`src/ddr_frontend_consts.vh`:
```
/*
  Constants for the DDR byte-wide bus front end: command/address field positions,
  counts and reset values. Included by every design file. It holds definitions only.
*/
`ifndef DDR_FRONTEND_CONSTS_VH
`define DDR_FRONTEND_CONSTS_VH

// ********************************
// Command/address layout
// ********************************
`define CA_WIDTH        48
`define CA_BYTE_COUNT   3'h6
`define CA_ROW_DONE     3'h4
`define CA_RW_BIT       47
`define CA_SPACE_BIT    46
`define CA_BURST_BIT    45
`define CA_ROW_HI       44
`define CA_ROW_LO       16
`define CA_COL_HI       2
`define CA_COL_LO       0
`define ROW_WIDTH       29
`define COL_WIDTH       3
`define ADDR_WIDTH      32

// ********************************
// Data path
// ********************************
`define BYTE_WIDTH      8
`define WORD_WIDTH      16
`define HALF_PAGE_LAST  3'h7
`define PIN_SYNC_WIDTH  13
`define LAT_WIDTH       4
`define LAT_CNT_WIDTH   5

// ********************************
// Reset values and increments
// ********************************
`define BYTE_RST        8'h00
`define WORD_RST        16'h0000
`define ADDR_RST        32'h00000000
`define CA_RST          48'h000000000000
`define LAT_CNT_RST     5'h00
`define EDGE_CNT_RST    3'h0
`define ONE_ADDR        32'h00000001
`define ONE_LAT         5'h01
`define ONE_EDGE        3'h1

`endif

```
`src/ddr_bus_cmd_addr_frontend.v`:
```
/*
  Device-side front end of a byte-wide DDR memory bus: framing, command/address
  capture and decode, strobe/mask line handling, read and write data words.
  Assumes the bus clock is at most an eighth of clk and stops between frames;
  memory logic behind it feeds read words and drains write words.
*/
`timescale 1ns/1ps
`include "ddr_frontend_consts.vh"

module ddr_bus_cmd_addr_frontend (
   input  wire                    clk,
   input  wire                    rst_n,
   input  wire                    chip_select_n,
   input  wire                    bus_clock_true,
   input  wire                    bus_clock_comp,
   input  wire                    hw_reset_n,
   input  wire [`BYTE_WIDTH-1:0]  dq_in,
   output wire [`BYTE_WIDTH-1:0]  dq_out,
   output wire                    dq_oe,
   input  wire                    strobe_mask_line_in,
   output wire                    strobe_mask_line_out,
   output wire                    strobe_mask_line_oe,
   input  wire                    diff_clock_en,
   input  wire                    refresh_pending,
   input  wire [`LAT_WIDTH-1:0]   latency_count,
   output wire [`CA_WIDTH-1:0]    cmd_addr_bits,
   output wire                    cmd_valid,
   output wire                    access_start,
   output wire                    is_read,
   output wire                    space_select_bit,
   output wire                    linear_burst,
   output wire [`ROW_WIDTH-1:0]   row_upper_addr,
   output wire [`COL_WIDTH-1:0]   start_word,
   output wire [`ADDR_WIDTH-1:0]  word_addr,
   output wire                    page_fetch,
   output wire                    frame_active,
   input  wire [`WORD_WIDTH-1:0]  rd_word,
   input  wire                    rd_valid,
   output wire                    rd_ready,
   output wire [`WORD_WIDTH-1:0]  wr_word,
   output wire [1:0]              wr_byte_en,
   output wire [`ADDR_WIDTH-1:0]  wr_addr,
   output wire                    wr_valid,
   input  wire                    wr_ready,
   output wire                    wr_overrun
);
   // ********************************
   // States
   // ********************************
   localparam [4:0] ST_IDLE  = 5'h01;
   localparam [4:0] ST_CA    = 5'h02;
   localparam [4:0] ST_LAT   = 5'h04;
   localparam [4:0] ST_READ  = 5'h08;
   localparam [4:0] ST_WRITE = 5'h10;
   localparam WR_W = `WORD_WIDTH + 2 + `ADDR_WIDTH;

   // ********************************
   // Pin synchronisers and edges
   // ********************************
   wire [`PIN_SYNC_WIDTH-1:0] pins_s;
   wire                       cs_n_s;
   wire                       ck_t_s;
   wire                       ck_c_s;
   wire                       hw_rst_n_s;
   wire                       mask_s;
   wire [`BYTE_WIDTH-1:0]     dq_s;
   wire                       ck_level;
   wire                       ck_idle;
   reg                        ck_prev_reg;
   reg                        cs_n_prev_reg;
   wire                       ck_rise;
   wire                       ck_fall;
   wire                       ck_edge;
   wire                       cs_fall;
   wire                       cs_rise;

   pin_sync #(.W(`PIN_SYNC_WIDTH)) u_pin_sync (
      .clk       (clk),
      .rst_n     (rst_n),
      .pin_in    ({chip_select_n, bus_clock_true, bus_clock_comp, hw_reset_n, strobe_mask_line_in, dq_in}),
      .level_out (pins_s)
   );

   assign cs_n_s     = pins_s[12];
   assign ck_t_s     = pins_s[11];
   assign ck_c_s     = pins_s[10];
   assign hw_rst_n_s = pins_s[9];
   assign mask_s     = pins_s[8];
   assign dq_s       = pins_s[7:0];

   // Differential mode needs true and complement to agree
   assign ck_level = diff_clock_en ? (ck_t_s & ~ck_c_s) : ck_t_s;
   assign ck_idle  = ~ck_t_s & (~diff_clock_en | ck_c_s);
   // Work is driven by bus clock and select edges, never by elapsed time
   assign ck_rise  = ck_level & ~ck_prev_reg;
   assign ck_fall  = ~ck_level & ck_prev_reg;
   assign ck_edge  = ck_rise | ck_fall;
   assign cs_fall  = cs_n_prev_reg & ~cs_n_s;
   assign cs_rise  = ~cs_n_prev_reg & cs_n_s;

   // ********************************
   // Buffers
   // ********************************
   wire [`WORD_WIDTH-1:0] rd_buf_data;
   wire                   rd_buf_valid;
   wire                   rd_buf_ready;
   wire                   rd_buf_in_ready;
   wire [WR_W-1:0]        wr_buf_in;
   wire                   wr_buf_in_valid;
   wire                   wr_buf_in_ready;
   wire [WR_W-1:0]        wr_buf_out;

   two_entry_buffer #(.W(`WORD_WIDTH)) u_rd_buf (
      .clk       (clk),
      .rst_n     (rst_n),
      .in_data   (rd_word),
      .in_valid  (rd_valid),
      .in_ready  (rd_buf_in_ready),
      .out_data  (rd_buf_data),
      .out_valid (rd_buf_valid),
      .out_ready (rd_buf_ready)
   );

   two_entry_buffer #(.W(WR_W)) u_wr_buf (
      .clk       (clk),
      .rst_n     (rst_n),
      .in_data   (wr_buf_in),
      .in_valid  (wr_buf_in_valid),
      .in_ready  (wr_buf_in_ready),
      .out_data  (wr_buf_out),
      .out_valid (wr_valid),
      .out_ready (wr_ready)
   );

   assign rd_ready = rd_buf_in_ready;
   assign wr_word    = wr_buf_out[WR_W-1:WR_W-`WORD_WIDTH];
   assign wr_byte_en = wr_buf_out[`ADDR_WIDTH+1:`ADDR_WIDTH];
   assign wr_addr    = wr_buf_out[`ADDR_WIDTH-1:0];

   // ********************************
   // Control registers
   // ********************************
   reg [4:0]                 state_reg;
   reg [2:0]                 edge_cnt_reg;
   reg [`LAT_CNT_WIDTH-1:0]  lat_cnt_reg;
   reg [`LAT_CNT_WIDTH-1:0]  lat_target_reg;
   reg                       extra_lat_reg;
   reg [`CA_WIDTH-1:0]       ca_shift_reg;
   reg [`CA_WIDTH-1:0]       ca_hold_reg;
   reg                       cmd_valid_reg;
   reg                       access_start_reg;
   reg [`ADDR_WIDTH-1:0]     word_addr_reg;
   reg                       page_fetch_reg;
   reg [`WORD_WIDTH-1:0]     rd_hold_reg;
   reg [`BYTE_WIDTH-1:0]     byte_a_reg;
   reg                       mask_a_reg;
   reg                       wr_push_reg;
   reg [WR_W-1:0]            wr_word_reg;
   reg                       wr_overrun_reg;
   reg [`BYTE_WIDTH-1:0]     dq_out_reg;
   reg                       dq_oe_reg;
   reg                       smask_out_reg;
   reg                       smask_oe_reg;
   reg                       rd_pop_reg;
   wire [`ADDR_WIDTH-1:0]    addr_next;
   wire [`LAT_CNT_WIDTH-1:0] target_now;
   wire                      data_read;

   // Extra latency doubles the programmed count
   assign target_now = refresh_pending ? {latency_count, 1'b0}
                                       : {1'b0, latency_count};
   assign data_read  = ca_hold_reg[`CA_RW_BIT];

   // Linear bursts walk on; wrapped ones stay inside the half-page
   assign addr_next = ca_hold_reg[`CA_BURST_BIT] ? (word_addr_reg + `ONE_ADDR)
                    : {word_addr_reg[`ADDR_WIDTH-1:`COL_WIDTH],
                       word_addr_reg[`COL_WIDTH-1:0] + `ONE_EDGE};

   assign rd_buf_ready    = rd_pop_reg;
   assign wr_buf_in       = wr_word_reg;
   assign wr_buf_in_valid = wr_push_reg;

   // ********************************
   // Main sequencer
   // ********************************
   always @(posedge clk) begin
      if (!rst_n || !hw_rst_n_s) begin
         state_reg      <= ST_IDLE;
         edge_cnt_reg   <= `EDGE_CNT_RST;
         lat_cnt_reg    <= `LAT_CNT_RST;
         lat_target_reg <= `LAT_CNT_RST;
         extra_lat_reg  <= 1'b0;
         ca_shift_reg   <= `CA_RST;
         ca_hold_reg    <= `CA_RST;
         cmd_valid_reg  <= 1'b0;
         access_start_reg <= 1'b0;
         word_addr_reg  <= `ADDR_RST;
         page_fetch_reg <= 1'b0;
         rd_hold_reg    <= `WORD_RST;
         byte_a_reg     <= `BYTE_RST;
         mask_a_reg     <= 1'b0;
         wr_push_reg    <= 1'b0;
         wr_word_reg    <= {WR_W{1'b0}};
         wr_overrun_reg <= 1'b0;
         dq_out_reg     <= `BYTE_RST;
         dq_oe_reg      <= 1'b0;
         smask_out_reg  <= 1'b0;
         smask_oe_reg   <= 1'b0;
         rd_pop_reg     <= 1'b0;
         ck_prev_reg    <= 1'b0;
         // Follows the pin during a pin reset, so no false start mid-frame
         cs_n_prev_reg  <= cs_n_s | ~rst_n;
      end else begin
         ck_prev_reg      <= ck_level;
         cs_n_prev_reg    <= cs_n_s;
         cmd_valid_reg    <= 1'b0;
         access_start_reg <= 1'b0;
         page_fetch_reg   <= 1'b0;
         rd_pop_reg       <= 1'b0;
         // Push pulse stays one cycle; a full buffer drops the word and flags it
         wr_push_reg      <= 1'b0;
         if (wr_push_reg && !wr_buf_in_ready) begin
            wr_overrun_reg <= 1'b1;
         end
         if (cs_rise) begin
            state_reg    <= ST_IDLE;
            dq_oe_reg    <= 1'b0;
            smask_oe_reg <= 1'b0;
         end else begin
            case (state_reg)
               ST_IDLE: begin
                  if (cs_fall && ck_idle) begin
                     state_reg      <= ST_CA;
                     edge_cnt_reg   <= `EDGE_CNT_RST;
                     extra_lat_reg  <= refresh_pending;
                     lat_target_reg <= target_now;
                     wr_overrun_reg <= wr_push_reg && !wr_buf_in_ready;
                     smask_out_reg  <= refresh_pending;
                     smask_oe_reg   <= 1'b1;
                  end
               end
               ST_CA: begin
                  if (ck_edge) begin
                     ca_shift_reg <= {ca_shift_reg[`CA_WIDTH-`BYTE_WIDTH-1:0], dq_s};
                     edge_cnt_reg <= edge_cnt_reg + `ONE_EDGE;
                     if (edge_cnt_reg + `ONE_EDGE == `CA_ROW_DONE) begin
                        access_start_reg <= 1'b1;
                     end
                     if (edge_cnt_reg + `ONE_EDGE == `CA_BYTE_COUNT) begin
                        ca_hold_reg   <= {ca_shift_reg[`CA_WIDTH-`BYTE_WIDTH-1:0], dq_s};
                        cmd_valid_reg <= 1'b1;
                        lat_cnt_reg   <= `LAT_CNT_RST;
                        // Reserved bits 15..3 are dropped from the address
                        word_addr_reg <= {ca_shift_reg[`CA_ROW_HI-`BYTE_WIDTH:`CA_ROW_LO-`BYTE_WIDTH],
                                          dq_s[`CA_COL_HI:`CA_COL_LO]};
                        state_reg     <= ST_LAT;
                     end
                  end
               end
               ST_LAT: begin
                  // Last latency clock ends on its fall; data starts at the next rise
                  if (lat_cnt_reg == lat_target_reg &&
                      (lat_target_reg == `LAT_CNT_RST || ck_fall)) begin
                     state_reg <= data_read ? ST_READ : ST_WRITE;
                     // Line turns to a mask input for writes
                     smask_oe_reg  <= data_read;
                     smask_out_reg <= 1'b0;
                     dq_oe_reg     <= data_read;
                  end else if (ck_rise) begin
                     lat_cnt_reg <= lat_cnt_reg + `ONE_LAT;
                  end
               end
               ST_READ: begin
                  if (ck_rise) begin
                     // An empty buffer repeats the last word rather than stall the bus
                     if (rd_buf_valid) begin
                        rd_hold_reg <= rd_buf_data;
                        dq_out_reg  <= rd_buf_data[`WORD_WIDTH-1:`BYTE_WIDTH];
                        rd_pop_reg  <= 1'b1;
                     end else begin
                        dq_out_reg  <= rd_hold_reg[`WORD_WIDTH-1:`BYTE_WIDTH];
                     end
                     smask_out_reg <= 1'b1;
                     word_addr_reg <= addr_next;
                     if (ca_hold_reg[`CA_BURST_BIT] &&
                         word_addr_reg[`COL_WIDTH-1:0] == `HALF_PAGE_LAST) begin
                        page_fetch_reg <= 1'b1;
                     end
                  end else if (ck_fall) begin
                     dq_out_reg    <= rd_hold_reg[`BYTE_WIDTH-1:0];
                     smask_out_reg <= 1'b0;
                  end
               end
               ST_WRITE: begin
                  if (ck_rise) begin
                     byte_a_reg <= dq_s;
                     mask_a_reg <= mask_s;
                  end else if (ck_fall) begin
                     // Byte enable is the inverse of the mask level
                     wr_word_reg   <= {byte_a_reg, dq_s, ~mask_a_reg, ~mask_s, word_addr_reg};
                     wr_push_reg   <= 1'b1;
                     word_addr_reg <= addr_next;
                  end
               end
               default: begin
                  state_reg <= ST_IDLE;
               end
            endcase
         end
      end
   end

   // ********************************
   // Outputs
   // ********************************
   assign dq_out               = dq_out_reg;
   assign dq_oe                = dq_oe_reg;
   assign strobe_mask_line_out = smask_out_reg;
   assign strobe_mask_line_oe  = smask_oe_reg;
   assign cmd_addr_bits        = ca_hold_reg;
   assign cmd_valid            = cmd_valid_reg;
   assign access_start         = access_start_reg;
   assign is_read              = ca_hold_reg[`CA_RW_BIT];
   assign space_select_bit     = ca_hold_reg[`CA_SPACE_BIT];
   assign linear_burst         = ca_hold_reg[`CA_BURST_BIT];
   assign row_upper_addr       = ca_hold_reg[`CA_ROW_HI:`CA_ROW_LO];
   assign start_word           = ca_hold_reg[`CA_COL_HI:`CA_COL_LO];
   assign word_addr            = word_addr_reg;
   assign page_fetch           = page_fetch_reg;
   assign frame_active         = ~state_reg[0];
   assign wr_overrun           = wr_overrun_reg;
endmodule // ddr_bus_cmd_addr_frontend

```
`src/pin_sync.v`:
```
/*
  Two flip-flop synchroniser for a group of independent pin levels.
  Assumes each bit is a level that changes slowly against clk; no bus coherence.
*/
`timescale 1ns/1ps
`include "ddr_frontend_consts.vh"

module pin_sync #(
   parameter W = 1
) (
   input  wire         clk,
   input  wire         rst_n,
   input  wire [W-1:0] pin_in,
   output wire [W-1:0] level_out
);
   // ********************************
   // Synchroniser stages
   // ********************************
   reg [W-1:0] meta_reg;
   reg [W-1:0] sync_reg;

   // First stage feeds only the second
   always @(posedge clk) begin
      if (!rst_n) begin
         meta_reg <= {W{1'b0}};
         sync_reg <= {W{1'b0}};
      end else begin
         meta_reg <= pin_in;
         sync_reg <= meta_reg;
      end
   end

   assign level_out = sync_reg;
endmodule // pin_sync

```
`src/two_entry_buffer.v`:
```
/*
  Two-entry first-in first-out buffer with valid and ready on both sides.
  Assumes one clock; the ready and valid outputs are registered flags.
*/
`timescale 1ns/1ps
`include "ddr_frontend_consts.vh"

module two_entry_buffer #(
   parameter W = 16
) (
   input  wire         clk,
   input  wire         rst_n,
   input  wire [W-1:0] in_data,
   input  wire         in_valid,
   output wire         in_ready,
   output wire [W-1:0] out_data,
   output wire         out_valid,
   input  wire         out_ready
);
   // ********************************
   // Storage and pointers
   // ********************************
   reg [W-1:0] mem [0:1];
   reg         wr_ptr_reg;
   reg         rd_ptr_reg;
   reg [1:0]   count_reg;
   reg         in_ready_reg;
   reg         out_valid_reg;
   wire        push;
   wire        pop;
   reg [1:0]   count_next;

   assign push = in_valid & in_ready_reg;
   assign pop  = out_valid_reg & out_ready;

   always @* begin
      count_next = count_reg;
      if (push & ~pop) begin
         count_next = count_reg + 2'h1;
      end else if (pop & ~push) begin
         count_next = count_reg - 2'h1;
      end
   end

   // Flags registered so the ready seen by the source is glitch free
   always @(posedge clk) begin
      if (!rst_n) begin
         wr_ptr_reg    <= 1'b0;
         rd_ptr_reg    <= 1'b0;
         count_reg     <= 2'h0;
         // Ready low in reset: a word offered then would be lost
         in_ready_reg  <= 1'b0;
         out_valid_reg <= 1'b0;
      end else begin
         if (push) begin
            wr_ptr_reg <= ~wr_ptr_reg;
         end
         if (pop) begin
            rd_ptr_reg <= ~rd_ptr_reg;
         end
         count_reg     <= count_next;
         in_ready_reg  <= (count_next != 2'h2);
         out_valid_reg <= (count_next != 2'h0);
      end
   end

   always @(posedge clk) begin
      if (push) begin
         mem[wr_ptr_reg] <= in_data;
      end
   end

   assign in_ready  = in_ready_reg;
   assign out_valid = out_valid_reg;
   assign out_data  = mem[rd_ptr_reg];
endmodule // two_entry_buffer

```
`config.mk`:
```
export PLATFORM = sky130hd
export DESIGN_NAME = ddr_bus_cmd_addr_frontend
export DESIGN_NICKNAME = d
export VERILOG_FILES = /design/src/ddr_bus_cmd_addr_frontend.v /design/src/pin_sync.v /design/src/two_entry_buffer.v
export VERILOG_INCLUDE_DIRS = /design/src /design/src/src
export SDC_FILE = /design/constraint.sdc
export NUM_CORES = 1
export LEC_CHECK = 0
export ABC_AREA = 1
export BUFFER_PORTS_ARGS = -buffer_cell sky130_fd_sc_hd__buf_2
export CORE_ASPECT_RATIO = 0.9
export CORE_UTILIZATION = 35
export CTS_CLUSTER_SIZE = 16
export DETAILED_ROUTE_END_ITERATION = 8
export MAX_ROUTING_LAYER = met4
export PLACE_DENSITY_LB_ADDON = 0.3
export SYNTH_ARGS = -nofsm -noshare
export SYNTH_HDL_FRONTEND = slang
export SYNTH_SLANG_ARGS = --single-unit
```
`constraint.sdc`:
```
create_clock -name clk -period 3.4 [get_ports clk]
set_input_delay 0.17 -clock clk [delete_from_list [all_inputs] [get_ports clk]]
set_output_delay 0.17 -clock clk [all_outputs]
set_load 0.02 [all_outputs]
```
==> flow_summary_export.csv <==
group,metric,value,unit
cts,clk_latency,0.57,ns
worst_setup_path,worstPathCellList,"a21oi_1 > ha_1 > inv_1 > nand2_1 > buf_4 > nand4_1 > nand2_1 > nor2_4 > nand3_4 > nand2_1 > nand2_1 > nor2_1",
routing,via_per_inst,4.79,
placed_design,hpwl,31000,µm
synth,yosysMostFrequentCell,"nand2_1",
floorplanning,io-pin-count,222,
synth,synth_cell_type_count,43,
synth,synth_nets,1823,
power,swShare,0.212,
power,p_switching,2.13,mW
routing,drc_errors,0,
placed_design,place_congestion,0.906,
worst_setup_path,cp_max_fo,15,
worst_setup_path,r2r_slack,0.89,ns
floorplanning,core-area,45600,µm²
placed_design,io_buffers,221,
timing,drv_slew,0,
synth,syn_avg_cell_area,9.15,µm²
global_route,grt_pass1_wl,69300,µm
cts,max-clock-path-buffers,3,
synth,synth_warnings,0,
cts,cts_max_level,2,
worst_setup_path,crit_path_max_incr_delay,0.33,ns
routing,drt_wl_total,44600,µm
power,ir_drop,0.295,mV
synth,ys_top_cells_by_count,"nand2_1, dfxtp_1, nor2_1, inv_1, edfxtp_1",
floorplanning,die-area,47300,µm²
synth,synth_ff_type,"dfxtp_1",
layout,regMostFlops,"u_wr_buf.mem",
worst_setup_path,r2r_start,"u_pin_sync.level_out[10]$_SDFF_PN0_",
layout,drive_above_1_share,0.194,
timing,fin_ws,0.894,ns
timing,fin_skew,0.0240,ns
worst_setup_path,critPathLaunch,"u_pin_sync.level_out[10]$_SDFF_PN0_",
cts,cts_resized,0,
global_route,grt_pass1_vias,12024,
timing,setup_violations,0,
global_route,track_usage,0.194,
global_route,overflow,0,
routing,first_pass_iters,5,
timing,slew_headroom,0.333,
worst_setup_path,reg2reg_to,"word_addr[24]$_SDFFE_PP0P_",
floorplanning,rows,74,
worst_setup_path,crit_type,"flip-flop to flip-flop",
power,p_per_area,517,nW/µm²
floorplanning,die_x,229,µm
timing,rsz0062_at_grt,"false",
power,pwr-share-seq,0.503,
timing,post-route-min-period,2.51,ns
floorplanning,fp.dieH,206,µm
synth,yosys.area.top_type,"dfxtp_1",
synth,synthTopCellsByArea,"dfxtp_1, edfxtp_1, nand2_1",
global_route,grt_max_degree,90,
cts,cts_buffers,44,
layout,area_growth,19.7,%
synth,netlist_area,16200,µm²
worst_setup_path,crit_path_end_kind,"flip-flop",
job,drv_cap,0,
routing,antenna_left,0,
worst_setup_path,reg2reg_depth,12,
synth,synth_edf_count,132,
synth,synth.ff_latch_count,404,
routing,first_iter_violations,806,
synth,synthesis.instances,1776,
worst_setup_path,critPathMostFrequentCell,"nand2_1",
layout,finalCoreUtilization,0.427,
power,clockPowerShare,0.465,
worst_setup_path,endpoint,"word_addr[24]$_SDFFE_PP0P_",
worst_setup_path,critPathRequiredTime,3.89,ns
synth,synth.top_cell.area_share,0.335,
worst_setup_path,critPathSlowestCell,"dfxtp_1",
timing,hold_viol,0,
timing,worst_pin_slew,0.997,ns
timing,max_freq,0.399,GHz
cts,cts_tree,"built",
hold_path,hold_path_class,"input port to flip-flop",
floorplanning,initial_utilization,0.357,
power,p_int,7.91,mW
power,comb_power_share,0.032,
timing,setup_tns,0,ns
global_route,grt_antenna_before_repair,0,
worst_setup_path,arrival,3.00,ns
power,power_leakage,8.40,nW
placed_design,pre_cts_ws,0.948,ns
layout,largest_reg_flops,100,
status,outcome,"completed",
routing,routedWlPerCell,17.0,µm
layout,antennaDiodeCount,0,
cts,cts.sinks,404,
layout,nets,2028,
synth,synth-seq-area-share,0.579,
cts,clk_pin_slew,0.06,ns
timing,post-route-period-util,0.737,
routing,num_vias,12565,
synth,async_flop_share,0,
cts,cts_root_buf,"clkbuf_16",
worst_setup_path,start_kind,"flip-flop",
[repair_timing]
| action | 4_1_cts | 5_1_grt |
|---|---|---|
| endpoints found under the hold margin | 50 | 0 |
| hold buffers | 36 | 0 |
| buffers inserted | 0 | 0 |
[layer usage]
metal,part of all wire,vias up,wire (µm),global-route usage
li1,-,6309,-,-
met1,0.49,5888,21900,0.270
met2,0.44,315,19500,0.288
met3,0.054,53,2390,0.0339
met4,0.018,0,809,0.0543
met5,0,-,0,-
[critical path, delay by kind of cell, from the launching register on]
family	cells	cell delay (ns)
adders and majority gates	1	0.21
buffers and inverters	2	0.50
and+or+nand+nor	8	1.29
DFF	1	0.33
AOI/OAI and AO/OA	1	0.09
[how the worst min path moves through the flow]
stage	start	to	slack, ns	cells after the start
after floorplan	dq_in[0]	u_pin_sync.meta_reg[0]$_SDFF_PN0_	0.27	2
after global placement	hw_reset_n	u_pin_sync.meta_reg[9]$_SDFF_PN0_	0.36	3
after detailed placement	dq_in[6]	u_pin_sync.meta_reg[6]$_SDFF_PN0_	0.36	3
after CTS	wr_ready	flip-flop	0.02	4
after global routing	refresh_pending	lat_target_reg[2]$_SDFFE_PP0P_	0.10	4
final	wr_ready	flip-flop	0.05	4
[logic make-up (layout without fill, tap and decap cells)]
kind of cell	Yosys count	in the layout	share of synthesized area
xor gates and xnor gates	17	17	0.00917
and+or+nand+nor	725	725	0.191
muxes	58	58	0.0396
adders and majority gates	8	8	0.00616
buffers and inverters	270	510	0.0739
DFF	404	404	0.579
AOI/OAI and AO/OA	294	294	0.101
[metrics by stage]
stage	hold WS, ns	area, µm²	power [mW]	std cells
global route	0.105	19400	10.4	2624
floorplan	0.268	16200	5.35	1776
detailed placement	0.358	17700	5.45	2507
CTS	0.0233	19400	10.1	2624
finish	0.0480	19400	10.0	2624
global placement	0.358	17700	5.44	2507
[layout make-up]
cell class | instances | area, µm²
Tap cell | 608 | 761
Clock inverter | 16 | 163
Inverter | 152 | 573
Timing Repair Buffer | 277 | 1640
Fill cell | 4519 | 26100
Multi-Input combinational cell | 1102 | 5650
Clock buffer | 65 | 1240
Sequential cell | 404 | 9410
[layout by cell type (no fill, tap or decap), types with 4 or more instances in the layout]
cell type / instances
o21ai_0: 129
buf_2: 221
inv_1: 146
nand4_1: 14
nand3_1: 91
clkbuf_8: 4
nand2_1: 331
nand2_4: 4
a21oi_1: 74
mux2i_1: 8
edfxtp_1: 132
xor2_1: 13
clkinv_2: 8
dfxtp_1: 271
clkinv_1: 4
nor2_4: 9
mux2_2: 50
buf_4: 18
nor4_1: 12
dlygate4sd3_1: 36
o22ai_1: 4
o211ai_1: 7
clkbuf_1: 15
clkbuf_16: 45
a31oi_1: 16
ha_1: 8
o21ai_1: 14
xnor2_1: 4
a211oi_1: 47
nor2_1: 237
nor3_1: 7
[power groups by stage]
| stage | sequential, mW | clock (mW) | combinational, mW |
|---|---|---|---|
| 3_5_place_dp | 5.16 | 0 | 0.292 |
| 4_1_cts | 5.05 | 4.77 | 0.325 |
| 3_3_place_gp | 5.15 | 0 | 0.287 |
| 6_report | 5.05 | 4.67 | 0.320 |
| 2_1_floorplan | 5.15 | 0 | 0.197 |
| 5_1_grt | 5.06 | 4.98 | 0.357 |
(Power assumes the default switching activity.)
